<file path="src/rtl/tone_regs_pkg.sv">
// package: register map, reset values, field layouts and carriers for the decoder control bank
package tone_regs_pkg;

    // register offsets on the byte-wide control bus
    localparam logic [7:0] OFS_CLK_MODE    = 8'h63;
    localparam logic [7:0] OFS_PLL_FRAC_LO = 8'h64;
    localparam logic [7:0] OFS_PLL_FRAC_HI = 8'h65;
    localparam logic [7:0] OFS_FRAMES_LO   = 8'h67;
    localparam logic [7:0] OFS_FRAMES_MID  = 8'h68;
    localparam logic [7:0] OFS_FRAMES_HI   = 8'h69;
    localparam logic [7:0] OFS_MEAN_RATE   = 8'h6a;
    localparam logic [7:0] OFS_FW_VERSION  = 8'h71;
    localparam logic [7:0] OFS_DECODE_GO   = 8'h72;
    localparam logic [7:0] OFS_HS_CORN_LO  = 8'h77;
    localparam logic [7:0] OFS_HS_CORN_HI  = 8'h78;
    localparam logic [7:0] OFS_LS_CORN_LO  = 8'h79;
    localparam logic [7:0] OFS_LS_CORN_HI  = 8'h7a;
    localparam logic [7:0] OFS_HS_GAIN     = 8'h7b;
    localparam logic [7:0] OFS_OUT_DIV     = 8'h61;

    // reset values
    localparam logic [7:0] RST_ZERO        = 8'h00;
    localparam logic [7:0] RST_FRAC_LO     = 8'h46;
    localparam logic [7:0] RST_FRAC_HI     = 8'h5b;
    localparam logic [4:0] RST_OUT_DIV     = 5'h07;
    // arbitrary version value, not tied to any product
    localparam logic [7:0] FW_VERSION_CODE = 8'h10;

    // field positions and widths
    localparam int MODE_BIT       = 0;   // fixed-frequency mode flag
    localparam int GO_BIT         = 0;   // run flag
    localparam int OUT_DIV_W      = 5;   // output divider field width
    localparam int FRAC_W         = 16;  // pll fraction width
    localparam int FRAME_W        = 24;  // frame counter width
    localparam int FRAC_HI_WEIGHT = 256; // weight of the fraction high byte
    localparam int FRAC_FULL      = 65536;

    // tracking-mode ratio codes and the default oversampling clock
    typedef enum logic [1:0] {RATIO_256, RATIO_384, RATIO_512} osc_ratio_t;
    localparam int RATIO_256_MULT = 256;
    localparam int RATIO_384_MULT = 384;
    localparam int RATIO_512_MULT = 512;
    localparam int OSC_DEFAULT_KHZ = 12288;  // 12.288 MHz

    // gain limits in 1.5 dB steps (+-18 dB)
    localparam logic signed [7:0] GAIN_MAX = 8'sh0c;
    localparam logic signed [7:0] GAIN_MIN = -8'sh0c;

    // register bus request
    typedef struct packed {
        logic       wr;
        logic       rd;
        logic [7:0] addr;
        logic [7:0] wdata;
    } bus_req_t;

    // pll settings handed to the clock generator
    typedef struct packed {
        logic        fixed_mode;
        osc_ratio_t  ratio;
        logic [15:0] fraction;
        logic [4:0]  out_div;
    } pll_cfg_t;

    // tone settings handed to the equaliser
    typedef struct packed {
        logic [15:0]       treble_hz;
        logic [15:0]       bass_hz;
        logic signed [7:0] treble_steps;
    } tone_cfg_t;

endpackage

</file>
<file path="src/rtl/frame_tally.sv">
// 24-bit decoded-frame counter with soft clear
`timescale 1ns/1ps
module frame_tally
    import tone_regs_pkg::*;
(
    input  wire logic               ref_clk,    // system clock
    input  wire logic               nrst,       // async reset, low
    input  wire logic               ce,         // clock enable
    input  wire logic               soft_clr,   // software reset pulse
    input  wire logic               frame_done, // one pulse per decoded frame
    output logic [FRAME_W-1:0]      count       // running total
);
    logic [FRAME_W-1:0] count_r;  // held total
    logic [FRAME_W-1:0] count_nxt;

    // clear wins: a frame in the reset cycle belongs to the old stream
    always_comb begin
        count_nxt = count_r;
        if (soft_clr) begin
            count_nxt = '0;
        end else if (frame_done) begin
            count_nxt = count_r + {{(FRAME_W-1){1'b0}}, 1'b1};
        end
    end

    // register stage
    always_ff @(posedge ref_clk or negedge nrst) begin
        if (!nrst) begin
            count_r <= '0;
        end else if (ce) begin
            count_r <= count_nxt;
        end
    end

    assign count = count_r;
endmodule

</file>
<file path="src/rtl/rate_average.sv">
// mean stream rate in kbit/s, rounded, from per-frame measurements
`timescale 1ns/1ps
module rate_average
    import tone_regs_pkg::*;
(
    input  wire logic        ref_clk,     // system clock
    input  wire logic        nrst,        // async reset, low
    input  wire logic        ce,          // clock enable
    input  wire logic        soft_clr,    // software reset pulse
    input  wire logic        frame_done,  // sample strobe
    input  wire logic [15:0] frame_bps,   // frame rate in bit/s / 8 (units of 8 bit/s)
    output logic [7:0]       mean_kbps    // rounded average
);
    logic [15:0] acc_r;   // running mean, units of 8 bit/s
    logic [15:0] acc_nxt;
    logic [7:0]  out_r;   // rounded result
    logic [7:0]  out_nxt;
    logic [16:0] sum;     // mean plus half a kbit for rounding
    logic [16:0] blend;   // first-order averager input

    // simple 1/2 weighting keeps the averager cheap; it settles in a few frames
    always_comb begin
        blend   = {1'b0, acc_r} + {1'b0, frame_bps};
        acc_nxt = acc_r;
        out_nxt = out_r;
        sum     = {1'b0, acc_r} + 17'd62;   // 62.5 units of 8 bit/s is half a kbit
        if (soft_clr) begin
            acc_nxt = '0;
            out_nxt = '0;
        end else if (frame_done) begin
            acc_nxt = blend[16:1];
            out_nxt = 8'(sum / 17'd125);    // 125 units = 1 kbit/s
        end
    end

    // register stage
    always_ff @(posedge ref_clk or negedge nrst) begin
        if (!nrst) begin
            acc_r <= '0;
            out_r <= '0;
        end else if (ce) begin
            acc_r <= acc_nxt;
            out_r <= out_nxt;
        end
    end

    assign mean_kbps = out_r;
endmodule

</file>
<file path="src/rtl/decoder_clock_tone_status_regs.sv">
// control and status register bank: clock mode, pll fraction, frame count, tone settings
// Operation
// - fixed mode holds user oscillator frequency
// - tracking mode: 512/384/256 times rate, default 256; no register writes the ratio, so it stays at 256
// - tracking mode default clock 12.288 MHz
// - fraction is high times 256 plus low
// - clock = mclk/(N+1)*(M+1+frac/65536)/(X+1)
// - fraction undefined; loaded at stream sync
// - fraction serves 48/24/12/32/16/8 kHz family; pll_cfg_apply marks it valid for the 48 kHz family only
// - 24-bit read-only decoded-frame counter
// - frame counter clears on both resets
// - mean bitrate byte, 1 kbit/s resolution
// - firmware version readable at 0x71
// - run bit set leaves idle, decodes
// - treble corner 16-bit hertz value
// - bass corner 16-bit hertz value
// - treble gain signed 1.5 dB steps, +-18
// - output divider value plus one
`timescale 1ns/1ps
module decoder_clock_tone_status_regs
    import tone_regs_pkg::*;
(
    input  wire logic        ref_clk,        // 125 MHz system clock
    input  wire logic        nrst,           // async reset, low
    input  wire logic        ce,             // clock enable, freezes all state
    input  wire logic        soft_reset,     // software reset pulse
    input  wire bus_req_t    bus_req,        // control bus request
    output logic [7:0]       bus_rdata,      // read data, registered
    output logic             bus_rvalid,     // read data valid pulse
    input  wire logic        stream_sync,    // pulse: stream sync achieved
    input  wire logic [15:0] sync_fraction,  // fraction found at sync
    input  wire logic        rate_family_48, // stream rate in 48 kHz family
    input  wire logic        frame_done,     // pulse per decoded frame
    input  wire logic [15:0] frame_bps,      // frame bitrate, units of 8 bit/s
    output pll_cfg_t         pll_cfg,        // clock generator settings
    output logic             pll_cfg_apply,  // fraction valid for current family
    output logic [15:0]      osc_khz,        // oversampling clock target, kHz
    output tone_cfg_t        tone_cfg,       // equaliser settings
    output logic             decode_run      // decoder leaves idle
);
    // control state
    logic        mode_r, mode_nxt;          // fixed-frequency flag
    logic [1:0]  ratio_r, ratio_nxt;        // tracking ratio code
    logic [7:0]  frac_lo_r, frac_lo_nxt;    // fraction low byte
    logic [7:0]  frac_hi_r, frac_hi_nxt;    // fraction high byte
    logic [4:0]  div_r, div_nxt;            // output divider
    logic        go_r, go_nxt;              // run flag
    logic [7:0]  tf_lo_r, tf_lo_nxt;        // treble corner low
    logic [7:0]  tf_hi_r, tf_hi_nxt;        // treble corner high
    logic [7:0]  bf_lo_r, bf_lo_nxt;        // bass corner low
    logic [7:0]  bf_hi_r, bf_hi_nxt;        // bass corner high
    logic [7:0]  gain_r, gain_nxt;          // treble gain steps
    logic [15:0] fix_khz_r, fix_khz_nxt;    // frequency latched for fixed mode
    logic [7:0]  rdata_r, rdata_nxt;        // read data
    logic        rvalid_r, rvalid_nxt;      // read strobe

    // status from the leaves, and values derived locally
    logic [FRAME_W-1:0] frames;             // decoded frame total
    logic [7:0]         mean_kbps;          // rounded mean rate
    logic [15:0]        track_khz;          // rate-tracking frequency
    logic [15:0]        fraction;           // concatenated fraction
    logic signed [7:0]  gain_clamped;       // gain limited to +-18 dB

    // decoded frame counter
    frame_tally u_tally (
        .ref_clk    (ref_clk),
        .nrst       (nrst),
        .ce         (ce),
        .soft_clr   (soft_reset),
        .frame_done (frame_done),
        .count      (frames)
    );

    // mean bitrate
    rate_average u_rate (
        .ref_clk    (ref_clk),
        .nrst       (nrst),
        .ce         (ce),
        .soft_clr   (soft_reset),
        .frame_done (frame_done),
        .frame_bps  (frame_bps),
        .mean_kbps  (mean_kbps)
    );

    // fraction weighs high byte by 256
    assign fraction = {frac_hi_r, frac_lo_r};

    // tracking frequency relative to the 12.288 MHz default at 256x
    always_comb begin
        unique case (osc_ratio_t'(ratio_r))
            RATIO_512: track_khz = 16'(OSC_DEFAULT_KHZ * RATIO_512_MULT / RATIO_256_MULT);
            RATIO_384: track_khz = 16'(OSC_DEFAULT_KHZ * RATIO_384_MULT / RATIO_256_MULT);
            RATIO_256: track_khz = 16'(OSC_DEFAULT_KHZ);
            default:   track_khz = 16'(OSC_DEFAULT_KHZ);          // code 3 is illegal
        endcase
    end

    // gain clamp to the legal range
    always_comb begin
        if ($signed(gain_r) > GAIN_MAX) begin
            gain_clamped = GAIN_MAX;
        end else if ($signed(gain_r) < GAIN_MIN) begin
            gain_clamped = GAIN_MIN;
        end else begin
            gain_clamped = $signed(gain_r);
        end
    end

    // next-state for all control registers and the read port
    always_comb begin
        mode_nxt    = mode_r;
        ratio_nxt   = ratio_r;
        frac_lo_nxt = frac_lo_r;
        frac_hi_nxt = frac_hi_r;
        div_nxt     = div_r;
        go_nxt      = go_r;
        tf_lo_nxt   = tf_lo_r;
        tf_hi_nxt   = tf_hi_r;
        bf_lo_nxt   = bf_lo_r;
        bf_hi_nxt   = bf_hi_r;
        gain_nxt    = gain_r;
        fix_khz_nxt = fix_khz_r;
        rdata_nxt   = rdata_r;
        rvalid_nxt  = 1'b0;
        // fixed mode freezes the frequency in force when it was entered
        if (!mode_r) begin
            fix_khz_nxt = track_khz;
        end
        // core loads the operational fraction at sync; a host write below wins
        if (stream_sync) begin
            frac_lo_nxt = sync_fraction[7:0];
            frac_hi_nxt = sync_fraction[15:8];
        end
        if (bus_req.wr) begin
            // only implemented bits take the write
            unique case (bus_req.addr)
                OFS_CLK_MODE:    mode_nxt    = bus_req.wdata[MODE_BIT];
                OFS_PLL_FRAC_LO: frac_lo_nxt = bus_req.wdata;
                OFS_PLL_FRAC_HI: frac_hi_nxt = bus_req.wdata;
                OFS_OUT_DIV:     div_nxt     = bus_req.wdata[OUT_DIV_W-1:0];
                OFS_DECODE_GO:   go_nxt      = bus_req.wdata[GO_BIT];
                OFS_HS_CORN_LO:  tf_lo_nxt   = bus_req.wdata;
                OFS_HS_CORN_HI:  tf_hi_nxt   = bus_req.wdata;
                OFS_LS_CORN_LO:  bf_lo_nxt   = bus_req.wdata;
                OFS_LS_CORN_HI:  bf_hi_nxt   = bus_req.wdata;
                OFS_HS_GAIN:     gain_nxt    = bus_req.wdata;
                default:         ratio_nxt   = ratio_r;  // read-only or unmapped
            endcase
        end
        if (bus_req.rd) begin
            rvalid_nxt = 1'b1;
            unique case (bus_req.addr)
                OFS_CLK_MODE:    rdata_nxt = {7'h00, mode_r};
                OFS_PLL_FRAC_LO: rdata_nxt = frac_lo_r;
                OFS_PLL_FRAC_HI: rdata_nxt = frac_hi_r;
                OFS_OUT_DIV:     rdata_nxt = {3'h0, div_r};
                OFS_FRAMES_LO:   rdata_nxt = frames[7:0];
                OFS_FRAMES_MID:  rdata_nxt = frames[15:8];
                OFS_FRAMES_HI:   rdata_nxt = frames[23:16];
                OFS_MEAN_RATE:   rdata_nxt = mean_kbps;
                OFS_FW_VERSION:  rdata_nxt = FW_VERSION_CODE;
                OFS_DECODE_GO:   rdata_nxt = {7'h00, go_r};
                OFS_HS_CORN_LO:  rdata_nxt = tf_lo_r;
                OFS_HS_CORN_HI:  rdata_nxt = tf_hi_r;
                OFS_LS_CORN_LO:  rdata_nxt = bf_lo_r;
                OFS_LS_CORN_HI:  rdata_nxt = bf_hi_r;
                OFS_HS_GAIN:     rdata_nxt = gain_r;
                default:         rdata_nxt = 8'h00;                   // unmapped
            endcase
        end
        // software reset returns every control byte to its reset value
        if (soft_reset) begin
            mode_nxt    = 1'b0;
            ratio_nxt   = 2'(RATIO_256);
            frac_lo_nxt = RST_FRAC_LO;
            frac_hi_nxt = RST_FRAC_HI;
            div_nxt     = RST_OUT_DIV;
            go_nxt      = 1'b0;
            tf_lo_nxt   = RST_ZERO;
            tf_hi_nxt   = RST_ZERO;
            bf_lo_nxt   = RST_ZERO;
            bf_hi_nxt   = RST_ZERO;
            gain_nxt    = RST_ZERO;
        end
    end

    // register stage; ce low freezes everything
    always_ff @(posedge ref_clk or negedge nrst) begin
        if (!nrst) begin
            mode_r    <= 1'b0;
            ratio_r   <= 2'(RATIO_256);
            frac_lo_r <= RST_FRAC_LO;   // no defined value; any constant is legal
            frac_hi_r <= RST_FRAC_HI;
            div_r     <= RST_OUT_DIV;
            go_r      <= 1'b0;
            tf_lo_r   <= RST_ZERO;
            tf_hi_r   <= RST_ZERO;
            bf_lo_r   <= RST_ZERO;
            bf_hi_r   <= RST_ZERO;
            gain_r    <= RST_ZERO;
            fix_khz_r <= 16'(OSC_DEFAULT_KHZ);
            rdata_r   <= RST_ZERO;
            rvalid_r  <= 1'b0;
        end else if (ce) begin
            mode_r    <= mode_nxt;
            ratio_r   <= ratio_nxt;
            frac_lo_r <= frac_lo_nxt;
            frac_hi_r <= frac_hi_nxt;
            div_r     <= div_nxt;
            go_r      <= go_nxt;
            tf_lo_r   <= tf_lo_nxt;
            tf_hi_r   <= tf_hi_nxt;
            bf_lo_r   <= bf_lo_nxt;
            bf_hi_r   <= bf_hi_nxt;
            gain_r    <= gain_nxt;
            fix_khz_r <= fix_khz_nxt;
            rdata_r   <= rdata_nxt;
            rvalid_r  <= rvalid_nxt;
        end
    end

    // clock target: fixed mode ignores rate changes, tracking follows the ratio
    assign osc_khz = mode_r ? fix_khz_r : track_khz;

    // settings for the clock generator, which computes
    // mclk/(N+1) * (M+1 + fraction/65536) / (out_div+1)
    assign pll_cfg.fixed_mode = mode_r;
    assign pll_cfg.ratio      = osc_ratio_t'(ratio_r);
    assign pll_cfg.fraction   = fraction;
    assign pll_cfg.out_div    = div_r;
    // the fraction only applies to the 48 kHz family
    assign pll_cfg_apply      = rate_family_48;

    // tone settings
    assign tone_cfg.treble_hz    = {tf_hi_r, tf_lo_r};
    assign tone_cfg.bass_hz      = {bf_hi_r, bf_lo_r};
    assign tone_cfg.treble_steps = gain_clamped;

    assign decode_run = go_r;
    assign bus_rdata  = rdata_r;
    assign bus_rvalid = rvalid_r;
endmodule

</file>
<file path="config.mk">
export PLATFORM = sky130hd
export DESIGN_NAME = decoder_clock_tone_status_regs
export DESIGN_NICKNAME = d
export VERILOG_FILES = /design/src/rtl/tone_regs_pkg.sv /design/src/rtl/frame_tally.sv /design/src/rtl/rate_average.sv /design/src/rtl/decoder_clock_tone_status_regs.sv
export SDC_FILE = /design/constraint.sdc
export NUM_CORES = 1
export LEC_CHECK = 0
export BUFFER_PORTS_ARGS = -buffer_cell sky130_fd_sc_hd__buf_4
export CORE_UTILIZATION = 25
export DETAILED_ROUTE_END_ITERATION = 8
export PLACE_DENSITY = 0.39
export REMOVE_ABC_BUFFERS = 1
export SYNTH_ARGS = -nofsm -noshare
export SYNTH_HDL_FRONTEND = slang
export SYNTH_SLANG_ARGS = --single-unit
</file>
<file path="constraint.sdc">
create_clock -name ref_clk -period 16.7 [get_ports ref_clk]
set_clock_uncertainty 0.05 [all_clocks]
set_input_delay 2.505 -clock ref_clk [delete_from_list [all_inputs] [get_ports ref_clk]]
set_output_delay 2.505 -clock ref_clk [all_outputs]
set_load 0.01 [all_outputs]
</file>
==> results of run 1 <==
metal layers:
layer / part of all wire [%] / global-route usage (%) / up-vias / wire length (um)
met5: 0 / 0 / - / 0
met4: 1.5 / 4.52 / 0 / 646
met3: 3.9 / 2.16 / 34 / 1630
met2: 44 / 27.9 / 292 / 18800
met1: 50 / 26.3 / 5370 / 21200
li1: - / - / 5291 / -
synth_stat cells (7+ instances only):
cell type,instances
sky130_fd_sc_hd__buf_2,13
sky130_fd_sc_hd__dfstp_2,13
sky130_fd_sc_hd__a211oi_1,13
sky130_fd_sc_hd__nand2_1,120
sky130_fd_sc_hd__a21oi_1,84
sky130_fd_sc_hd__inv_1,32
sky130_fd_sc_hd__a22oi_1,23
sky130_fd_sc_hd__o21a_1,7
sky130_fd_sc_hd__nor2_1,134
sky130_fd_sc_hd__o21bai_1,11
sky130_fd_sc_hd__a21o_1,17
sky130_fd_sc_hd__ha_1,21
sky130_fd_sc_hd__and3_1,12
sky130_fd_sc_hd__o22ai_1,20
sky130_fd_sc_hd__clkbuf_1,31
sky130_fd_sc_hd__nand4_1,17
sky130_fd_sc_hd__o21ai_0,71
sky130_fd_sc_hd__nand2b_1,14
sky130_fd_sc_hd__mux2i_1,17
sky130_fd_sc_hd__xnor2_1,41
sky130_fd_sc_hd__a211o_1,8
sky130_fd_sc_hd__o211ai_1,25
sky130_fd_sc_hd__o21ai_1,15
sky130_fd_sc_hd__mux2_2,53
sky130_fd_sc_hd__and2_1,43
sky130_fd_sc_hd__xor2_1,28
sky130_fd_sc_hd__nor3_1,36
sky130_fd_sc_hd__o31ai_1,8
sky130_fd_sc_hd__nor2b_1,12
sky130_fd_sc_hd__dfrtp_1,123
sky130_fd_sc_hd__nand3_1,36
sky130_fd_sc_hd__or4_1,8
sky130_fd_sc_hd__a221oi_1,14
sky130_fd_sc_hd__a22o_1,9
sky130_fd_sc_hd__a31oi_1,16
sky130_fd_sc_hd__or3_1,14
sky130_fd_sc_hd__o22a_1,9
final timing paths:
| check | startpoint | end | slack, ns | depth (start not counted) |
|---|---|---|---|---|
| hold reg to reg | fix_khz_r[9]$_DFFE_PN0P_ | fix_khz_r[9]$_DFFE_PN0P_ | 0.42 | 1 |
| max in group asynchronous | nrst | bf_hi_r[6]$_DFFE_PN0P_ | 13.14 | 2 |
| setup reg to reg | u_rate.acc_r[1]$_DFFE_PN0P_ | u_rate.mean_kbps[0]$_DFFE_PN0P_ | 5.55 | 30 |
| hold / removal | fix_khz_r[9]$_DFFE_PN0P_ | fix_khz_r[9]$_DFFE_PN0P_ | 0.42 | 1 |
| setup / recovery | u_rate.acc_r[1]$_DFFE_PN0P_ | u_rate.mean_kbps[0]$_DFFE_PN0P_ | 5.55 | 30 |
| min in group asynchronous | nrst | fix_khz_r[0]$_DFFE_PN0P_ | 2.02 | 1 |
area by class of cell:
type	count	area [sq um]
Clock buffer	21	460
Clock inverter	11	100
Fill cell	4781	31000
Inverter	32	120
Multi-Input combinational cell	1117	7590
Sequential cell	136	3420
Tap cell	592	741
Timing Repair Buffer	150	1130
metrics by stage:
| stage | area (sq um) | hold slack, ns | util [%] | worst slack (ns) | cells |
|---|---|---|---|---|---|
| after floorplan | 11100 | 0.395 | - | 7.47 | 1285 |
| after global placement | 13000 | 0.412 | 29.1 | 5.59 | 2027 |
| after detailed placement | 13000 | 0.413 | 29.1 | 5.71 | 2027 |
| after CTS | 13600 | 0.430 | 30.4 | 5.66 | 2059 |
| after global routing | 13600 | 0.441 | 30.4 | 4.80 | 2059 |
| final | 13600 | 0.424 | 30.4 | 5.55 | 2059 |
worst register-to-register path: cells and delay by family (launching register included):
family	cells	cell delay [ns]
AOI/OAI and AO/OA	22	7.78
adders and majority gates	1	0.48
buffers and inverters	1	0.17
DFF	1	0.59
muxes	1	0.33
and+or+nand+nor	5	1.68
registers in the layout, indices dropped and copies added, names as in the netlist, 5 cells and up:
name / count
bf_hi_r: 8
bf_lo_r: 8
bus_rdata: 8
div_r: 5
fix_khz_r: 16
frac_hi_r: 8
frac_lo_r: 8
gain_r: 8
tf_hi_r: 8
tf_lo_r: 8
u_rate.acc_r: 16
u_rate.mean_kbps: 8
u_tally.count: 24
report_power, final:
group / total (W) / internal, W / switching [W] / leakage [nW]
sequential: 0.000414 / 0.000364 / 0.0000502 / 1.78
clock: 0.000362 / 0.000213 / 0.000149 / 0.274
combinational: 0.000935 / 0.000348 / 0.000587 / 3.35
kinds of logic (layout without fill, tap and decap cells):
group                    after synthesis  count (layout)
AND/OR/NAND/NOR                      501             501
AO/OA/AOI/OAI                        451             451
flip-flops                           136             136
buffers and inverters                 91             214
multiplexers                          71              71
XOR/XNOR                              69              69
adder cells (fa/ha/maj)               23              23
other                                  1               2
==> flow_summary.html, run 1 <==
<table>
<tr><th>Metric</th><th>Value</th></tr>
<tr><th colspan="2">Synth</th></tr>
<tr><td>Distinct cells, synth</td><td>113</td></tr>
<tr><td>Number of enable-type register cells in the synthesized netlist</td><td>0</td></tr>
<tr><td>Share of the synthesized area in the top cell type</td><td>about 27%</td></tr>
<tr><td>Flops &amp; latches, synth</td><td>136</td></tr>
<tr><td>Yosys synthesis warning count</td><td>0</td></tr>
<tr><td>Mapped Cells</td><td>1343</td></tr>
<tr><td>Share of synthesized cell area in and, or, nand and nor gates</td><td>22.5%</td></tr>
<tr><td>Seq/Total Area, Yosys</td><td>30.0%</td></tr>
<tr><td>Share of flip-flops with an asynchronous set or reset after synthesis</td><td>100%</td></tr>
<tr><td>Adder and majority cell fraction of the synthesized area</td><td>2.57%</td></tr>
<tr><td>Main combinational cell family by area after synthesis</td><td>compound AO/OA/AOI/OAI gates</td></tr>
<tr><td>Syn avg cell area</td><td>around 8.5 sq um</td></tr>
<tr><td>Main area contributors after synthesis</td><td>sky130_fd_sc_hd__dfrtp_1, sky130_fd_sc_hd__mux2_2, sky130_fd_sc_hd__nor2_1</td></tr>
<tr><td>Area fraction in compound gates after synthesis</td><td>29.2%</td></tr>
<tr><td>Area of the mapped netlist</td><td>approximately 11000 sq um</td></tr>
<tr><td>Xor/xnor cell area share of the yosys netlist</td><td>5.30%</td></tr>
<tr><td>Leading area contributor after synthesis</td><td>sky130_fd_sc_hd__dfrtp_1</td></tr>
<tr><td>Most used flip-flop cell after synthesis</td><td>sky130_fd_sc_hd__dfrtp_1</td></tr>
<tr><td>Share of synthesized area spent on multiplexers</td><td>6.93%</td></tr>
<tr><th colspan="2">Floorplan</th></tr>
<tr><td>Effective utilization at floorplan</td><td>around 26%</td></tr>
<tr><td>Chip height</td><td>216 um</td></tr>
<tr><td>Num ports</td><td>around 150</td></tr>
<tr><td>Std-Cell Core Area</td><td>44600 sq um</td></tr>
<tr><td>Horizontal die dimension</td><td>about 220 um</td></tr>
<tr><td>Core Rows</td><td>slightly below 80</td></tr>
<tr><td>Overall die area</td><td>between 40000 and 50000 sq um</td></tr>
<tr><th colspan="2">Power and ir drop</th></tr>
<tr><td>Total design power</td><td>0.00171 W</td></tr>
<tr><td>Static leakage</td><td>between 5 and 6 nW</td></tr>
<tr><td>PD cells</td><td>about 130 nW/um^2</td></tr>
<tr><td>Peak supply drop</td><td>about 64 uV</td></tr>
<tr><th colspan="2">Routing</th></tr>
<tr><td>Detailed-route wire length</td><td>42.2 mm</td></tr>
<tr><td>Via count</td><td>around 11k</td></tr>
<tr><td>Vias/cell</td><td>about 5.3</td></tr>
<tr><td>Average wire length per cell after detail routing</td><td>roughly 20 um</td></tr>
<tr><td>DRC violations left</td><td>0</td></tr>
<tr><td>DR iter-0 viols</td><td>856</td></tr>
<tr><td>Residual antenna-violating net count after detailed routing</td><td>0</td></tr>
<tr><td>Drt first pass iters</td><td>6</td></tr>
<tr><th colspan="2">Critical path</th></tr>
<tr><td>Worst Path Required</td><td>between 15 and 20 ns</td></tr>
<tr><td>Nature of the critical path startpoint</td><td>register</td></tr>
<tr><td>Most frequent cell on the critical path</td><td>sky130_fd_sc_hd__a31oi_1</td></tr>
<tr><td>Cell family with the largest share of critical-path delay</td><td>compound AO/OA/AOI/OAI gates</td></tr>
<tr><td>Largest fanout on the critical path</td><td>17</td></tr>
<tr><td>Buffering stage count on the worst path with inverters included</td><td>1</td></tr>
<tr><td>CP arrival</td><td>11.45 ns</td></tr>
<tr><td>Worst Setup End Kind</td><td>register</td></tr>
<tr><td>Crit path max-delay cell type</td><td>sky130_fd_sc_hd__a2111oi_4</td></tr>
<tr><td>CP max stage delay</td><td>0.78 ns</td></tr>
<tr><td>Classification of the worst setup path</td><td>reg2reg</td></tr>
<tr><th colspan="2">Timing</th></tr>
<tr><td>Max Clk Rate</td><td>89.7 MHz</td></tr>
<tr><td>Total Negative Setup Slacks</td><td>0 ns</td></tr>
<tr><td>Setup-violating endpoint count in the final report</td><td>0</td></tr>
<tr><td>Final period demand of the worst path</td><td>11.15 ns</td></tr>
<tr><td>Final max-slew violation count</td><td>0</td></tr>
<tr><td>Count of endpoints failing hold in the final timing report</td><td>0</td></tr>
<tr><td>RSZ-0062 raised after global routing</td><td>no</td></tr>
<tr><td>Share of the clock period used by the worst path after layout</td><td>66.7%</td></tr>
<tr><td>Worst slew slack as a fraction of its limit</td><td>about a quarter</td></tr>
<tr><td>Transition time at the pin with the least slew margin</td><td>1.15 ns</td></tr>
<tr><th colspan="2">Flow run</th></tr>
<tr><td>Count of max-cap constraint violations</td><td>0</td></tr>
<tr><th colspan="2">Clock network</th></tr>
<tr><td>Maximum buffer depth of the clock tree</td><td>2</td></tr>
<tr><td>Number of resized instances in the post-cts repair step</td><td>0</td></tr>
<tr><td>Root cell of the clock tree</td><td>sky130_fd_sc_hd__clkbuf_16</td></tr>
<tr><td>TritonCTS clock tree</td><td>built</td></tr>
<tr><td>Post-CTS Repair Setup Buffers</td><td>0</td></tr>
<tr><td>Clock edge transition at the registers on the reported setup and hold paths</td><td>0.06 ns</td></tr>
<tr><td>H-Tree Level Count</td><td>4</td></tr>
<tr><td>Number of buffers created by CTS</td><td>17</td></tr>
<tr><td>CTS hold repair buffers</td><td>0</td></tr>
<tr><td>Clock sink count</td><td>136</td></tr>
<tr><td>Clock latency at the later pin of the worst-skew pair</td><td>0.42 ns</td></tr>
<tr><th colspan="2">Cells and area</th></tr>
<tr><td>Layout area overhead</td><td>19.0%</td></tr>
<tr><td>Most frequent cells in the layout</td><td>sky130_fd_sc_hd__buf_4, sky130_fd_sc_hd__nor2_1, sky130_fd_sc_hd__dfrtp_1, sky130_fd_sc_hd__nand2_1, sky130_fd_sc_hd__a21oi_1</td></tr>
<tr><td>Number of antenna cells inserted</td><td>0</td></tr>
<tr><td>Net total in the final layout</td><td>1533</td></tr>
<tr><td>Most common cell after layout, fill and taps aside</td><td>sky130_fd_sc_hd__buf_4</td></tr>
<tr><td>Share of cells above drive strength 1</td><td>a little over a fifth</td></tr>
<tr><th colspan="2">Status</th></tr>
<tr><td>Result of the run</td><td>complete, no violations</td></tr>
<tr><th colspan="2">GRT</th></tr>
<tr><td>Number of global-route vias before repair</td><td>10.8k</td></tr>
<tr><td>Antenna violations before repair</td><td>0</td></tr>
<tr><td>GR Overflow Total</td><td>0</td></tr>
<tr><td>Global-route total usage across every layer</td><td>a little under a fifth</td></tr>
<tr><td>Global-route wire length before repair</td><td>66.0 mm</td></tr>
<tr><td>Pin count of the biggest net entering global routing</td><td>72</td></tr>
<tr><th colspan="2">Placed design</th></tr>
<tr><td>GP Congestion</td><td>0.852</td></tr>
<tr><td>Estimated wirelength of the detail-placed design</td><td>32.8 mm</td></tr>
<tr><td>Input/output buffers</td><td>approximately 140</td></tr>
<tr><th colspan="2">Worst hold path</th></tr>
<tr><td>Hold Path Class</td><td>reg2reg</td></tr>
</table>
No activity file was read; power rests on OpenSTA's default activity.
==> run 2: changes to the inputs <==
--- a/config.mk
+++ b/config.mk
@@ -8,7 +8,7 @@
 export BUFFER_PORTS_ARGS = -buffer_cell sky130_fd_sc_hd__buf_4
 export CORE_UTILIZATION = 25
 export DETAILED_ROUTE_END_ITERATION = 8
-export PLACE_DENSITY = 0.39
+export PLACE_DENSITY = 0.4
 export REMOVE_ABC_BUFFERS = 1
 export SYNTH_ARGS = -nofsm -noshare
 export SYNTH_HDL_FRONTEND = slang
==> constraint.sdc (replaced) <==
create_clock -name ref_clk -period 9.55 [get_ports ref_clk]
set_clock_uncertainty 0.05 [all_clocks]
set_input_delay 1.4325 -clock ref_clk [delete_from_list [all_inputs] [get_ports ref_clk]]
set_output_delay 1.4325 -clock ref_clk [all_outputs]
set_load 0.01 [all_outputs]
==> run 2 against run 1 <==
Fmax up 23%; clock power up 87%; cell count up 6.0%; critical path type unchanged.
==> flow_summary.html, run 2 (same netlist as run 1, synthesis figures left out) <==
<table>
<tr><th>Metric</th><th>Value</th></tr>
<tr><th colspan="2">Status</th></tr>
<tr><td>Result of the run</td><td>complete, no violations</td></tr>
<tr><th colspan="2">Cells and area</th></tr>
<tr><td>Area used by multi-input combinational logic</td><td>7970 sq um (+5.1%)</td></tr>
<tr><td>Final design area excluding fillers</td><td>14900 sq um (+9.9%)</td></tr>
<tr><td>Most frequent cells in the layout</td><td>sky130_fd_sc_hd__buf_4, sky130_fd_sc_hd__nor2_1, sky130_fd_sc_hd__dfrtp_1, sky130_fd_sc_hd__nand2_1, sky130_fd_sc_hd__a21oi_1</td></tr>
<tr><td>Layout Cells excl Fill</td><td>2183 (+6.0%)</td></tr>
<tr><td>Layout area overhead</td><td>30.8%</td></tr>
<tr><td>Net total in the final layout</td><td>1656 (+8.0%)</td></tr>
<tr><td>Number of filler cells placed in the layout</td><td>4690 (-1.9%)</td></tr>
<tr><td>Most common cell after layout, fill and taps aside</td><td>sky130_fd_sc_hd__buf_4</td></tr>
<tr><td>Share of cells above drive strength 1</td><td>30.3% (+9.1 points)</td></tr>
<tr><td>Sequential cell area</td><td>3420 sq um (about the same)</td></tr>
<tr><td>Flip-flop count of the largest register after layout</td><td>24 (unchanged)</td></tr>
<tr><th colspan="2">GRT</th></tr>
<tr><td>Antenna violations before repair</td><td>0 (unchanged)</td></tr>
<tr><td>Number of global-route vias before repair</td><td>11.2k (+4.5%)</td></tr>
<tr><td>Global-route wire length before repair</td><td>66.7 mm (+0.97%)</td></tr>
<tr><td>GR Overflow Total</td><td>0 (unchanged)</td></tr>
<tr><td>Pin count of the biggest net entering global routing</td><td>70 (-2.8%)</td></tr>
<tr><td>Global-route total usage across every layer</td><td>18.2% (+0.20 points)</td></tr>
<tr><th colspan="2">Timing</th></tr>
<tr><td>Transition time at the pin with the least slew margin</td><td>1.09 ns (-0.0562 ns)</td></tr>
<tr><td>Count of endpoints failing hold in the final timing report</td><td>0 (unchanged)</td></tr>
<tr><td>Total Negative Setup Slacks</td><td>0 ns (unchanged)</td></tr>
<tr><td>RSZ-0062 raised after global routing</td><td>no</td></tr>
<tr><td>Final max-slew violation count</td><td>0 (unchanged)</td></tr>
<tr><td>Share of the clock period used by the worst path after layout</td><td>94.8% (+28 points)</td></tr>
<tr><td>Setup-violating endpoint count in the final report</td><td>0 (unchanged)</td></tr>
<tr><td>Slack of the critical path</td><td>0.498 ns (-5.06 ns)</td></tr>
<tr><td>Worst slew slack as a fraction of its limit</td><td>27.0% (+3.8 points)</td></tr>
<tr><td>Max Clk Rate</td><td>110 MHz (+23%)</td></tr>
<tr><td>Final period demand of the worst path</td><td>9.05 ns (-2.09 ns)</td></tr>
<tr><th colspan="2">Clock network</th></tr>
<tr><td>H-Tree Level Count</td><td>4 (unchanged)</td></tr>
<tr><td>TritonCTS clock tree</td><td>built</td></tr>
<tr><td>Number of buffers created by CTS</td><td>17 (unchanged)</td></tr>
<tr><td>CTS hold repair buffers</td><td>0 (unchanged)</td></tr>
<tr><td>Root cell of the clock tree</td><td>sky130_fd_sc_hd__clkbuf_16</td></tr>
<tr><td>Clock sink count</td><td>136 (unchanged)</td></tr>
<tr><td>Maximum buffer depth of the clock tree</td><td>2 (unchanged)</td></tr>
<tr><td>Clock edge transition at the registers on the reported setup and hold paths</td><td>0.06 ns (about the same)</td></tr>
<tr><td>Clock latency at the later pin of the worst-skew pair</td><td>0.44 ns (+0.02 ns)</td></tr>
<tr><th colspan="2">Routing</th></tr>
<tr><td>Average wire length per cell after detail routing</td><td>19.6 um (-4.3%)</td></tr>
<tr><td>Drt first pass iters</td><td>5 (-1)</td></tr>
<tr><td>Via count</td><td>11.6k (+5.4%)</td></tr>
<tr><td>DR iter-0 viols</td><td>864 (+0.93%)</td></tr>
<tr><td>Vias/cell</td><td>5.30 (-0.62%)</td></tr>
<tr><td>DRC violations left</td><td>0 (unchanged)</td></tr>
<tr><td>Residual antenna-violating net count after detailed routing</td><td>0 (unchanged)</td></tr>
<tr><td>Detailed-route wire length</td><td>42.8 mm (+1.5%)</td></tr>
<tr><th colspan="2">Worst hold path</th></tr>
<tr><td>Hold Path Class</td><td>reg2reg</td></tr>
<tr><td>Worst Hold Depth</td><td>1 (unchanged)</td></tr>
<tr><th colspan="2">Critical path</th></tr>
<tr><td>Crit path max-delay cell type</td><td>sky130_fd_sc_hd__or4b_4</td></tr>
<tr><td>CP max stage delay</td><td>0.51 ns (-0.27 ns)</td></tr>
<tr><td>Largest fanout on the critical path</td><td>7 (-10)</td></tr>
<tr><td>Worst Path Required</td><td>9.86 ns (-7.14 ns)</td></tr>
<tr><td>Classification of the worst setup path</td><td>reg2reg</td></tr>
<tr><td>Worst Setup End Kind</td><td>register</td></tr>
<tr><td>Nature of the critical path startpoint</td><td>register</td></tr>
<tr><td>Most frequent cell on the critical path</td><td>sky130_fd_sc_hd__buf_4</td></tr>
<tr><td>CP arrival</td><td>9.36 ns (-2.09 ns)</td></tr>
<tr><td>Worst-case reg-to-reg path depth</td><td>34 (+13%)</td></tr>
<tr><th colspan="2">Placed design</th></tr>
<tr><td>GP Congestion</td><td>0.877 (+2.9%)</td></tr>
<tr><td>Estimated wirelength of the detail-placed design</td><td>33.1 mm (+0.90%)</td></tr>
<tr><td>Placed standard-cell area</td><td>13800 sq um (+6.5%)</td></tr>
<tr><td>Cell count after placement</td><td>2140 (+5.6%)</td></tr>
<tr><td>Setup Slack @ Placement</td><td>-0.282 ns (-5.99 ns)</td></tr>
<tr><td>Input/output buffers</td><td>143 (unchanged)</td></tr>
<tr><th colspan="2">Power and ir drop</th></tr>
<tr><td>Static leakage</td><td>6.13 nW (+13%)</td></tr>
<tr><td>Clock network power share</td><td>19.4% (-1.8 points)</td></tr>
<tr><td>Total design power</td><td>0.00349 W (+100%)</td></tr>
<tr><td>Net Sw Power</td><td>0.00149 W (+89%)</td></tr>
<tr><td>Share of total power in sequential cells</td><td>20.4% (-3.8 points)</td></tr>
<tr><td>Combinational power share</td><td>60.3% (+5.7 points)</td></tr>
<tr><td>Peak supply drop</td><td>113 uV (+78%)</td></tr>
<tr><td>Internal power of the cells</td><td>0.00201 W (+120%)</td></tr>
<tr><td>Switching share of total power</td><td>42.6% (-3.4 points)</td></tr>
<tr><td>PD cells</td><td>234 nW/um^2 (+86%)</td></tr>
<tr><th colspan="2">Floorplan</th></tr>
<tr><td>Core Rows</td><td>77 (unchanged)</td></tr>
<tr><td>Std-Cell Core Area</td><td>44600 sq um (unchanged)</td></tr>
<tr><td>Num ports</td><td>148 (unchanged)</td></tr>
<tr><td>Chip height</td><td>216 um (unchanged)</td></tr>
<tr><td>Horizontal die dimension</td><td>216 um (unchanged)</td></tr>
<tr><td>Effective utilization at floorplan</td><td>25.6% (unchanged)</td></tr>
<tr><td>Overall die area</td><td>46400 sq um (unchanged)</td></tr>
<tr><th colspan="2">Flow run</th></tr>
<tr><td>Count of max-cap constraint violations</td><td>0 (unchanged)</td></tr>
</table>
run 2: cell types whose count changed in the layout (fill, tap and decap cells not counted), sizes merged:
cell | previous run | this run
diode | 0 | 1
clkinvlp | 2 | 1
inv | 34 | 32
clkinv | 6 | 5
bufinv | 1 | 3
buf | 150 | 273
clkbuf | 21 | 23
run 2: power by group through the flow:
stage	clock, W	sequential, W	combinational (W)
after floorplan	0	0.000713	0.00115
after global placement	0	0.000719	0.00198
after detailed placement	0	0.000720	0.00195
after CTS	0.000698	0.000710	0.00197
after global routing	0.000719	0.000720	0.00230
final	0.000677	0.000711	0.00211
run 2: repair_timing:
item | in CTS | in global routing
endpoints found under the setup margin | 2 | 2
resized for setup | 5 | 68
endpoints found under the hold margin | 0 | 0
pin swaps | 0 | 13
setup buffers | 0 | 10
run 2: path summary, 6_finish.rpt:
| path | startpoint | slack (ns) | endpoint |
|---|---|---|---|
| max | u_rate.acc_r[2]$_DFFE_PN0P_ | 0.50 | u_rate.mean_kbps[0]$_DFFE_PN0P_ |
| min reg2reg | fix_khz_r[1]$_DFFE_PN0P_ | 0.42 | fix_khz_r[1]$_DFFE_PN0P_ |
| max in group asynchronous | nrst | 7.11 | bus_rdata[4]$_DFFE_PN0P_ |
| min in group asynchronous | nrst | 0.94 | fix_khz_r[0]$_DFFE_PN0P_ |
| min | fix_khz_r[1]$_DFFE_PN0P_ | 0.42 | fix_khz_r[1]$_DFFE_PN0P_ |
| max reg2reg | u_rate.acc_r[2]$_DFFE_PN0P_ | 0.50 | u_rate.mean_kbps[0]$_DFFE_PN0P_ |
run 2: per-stage QoR:
stage	hold WS [ns]	util [%]
final	0.422	33.4
after global routing	0.444	33.4
after CTS	0.431	32.4
after detailed placement	0.415	31.0
after global placement	0.413	31.0
after floorplan	0.395	-
run 2: worst max-delay path: cells and delay by family (launching register included):
| kind | cells | cell delay [ns] |
|---|---|---|
| AND/OR/NAND/NOR | 9 | 2.79 |
| adder cells (fa/ha/maj) | 1 | 0.20 |
| buffers and inverters | 5 | 0.91 |
| multiplexers | 2 | 0.63 |
| flip-flops | 1 | 0.47 |
| AO/OA/AOI/OAI | 17 | 3.91 |
run 2: area by class of cell:
type	instances	share of cell area [%]
multi-input combinational	1117	53.5
sequential	136	22.9
timing repair buffer	273	13.8
tap	592	4.97
clock buffer	23	3.14
clock inverter	9	0.848
inverter	32	0.806
antenna	1	0.0168
run 2: per-layer routing:
metal | share of wire [%] | vias to the layer above | global-route usage, %
met5 | 0 | - | 0
met4 | 2.2 | 0 | 6.03
met3 | 4.8 | 46 | 2.86
met2 | 46 | 333 | 29.5
met1 | 47 | 5647 | 24.6
li1 | - | 5550 | -
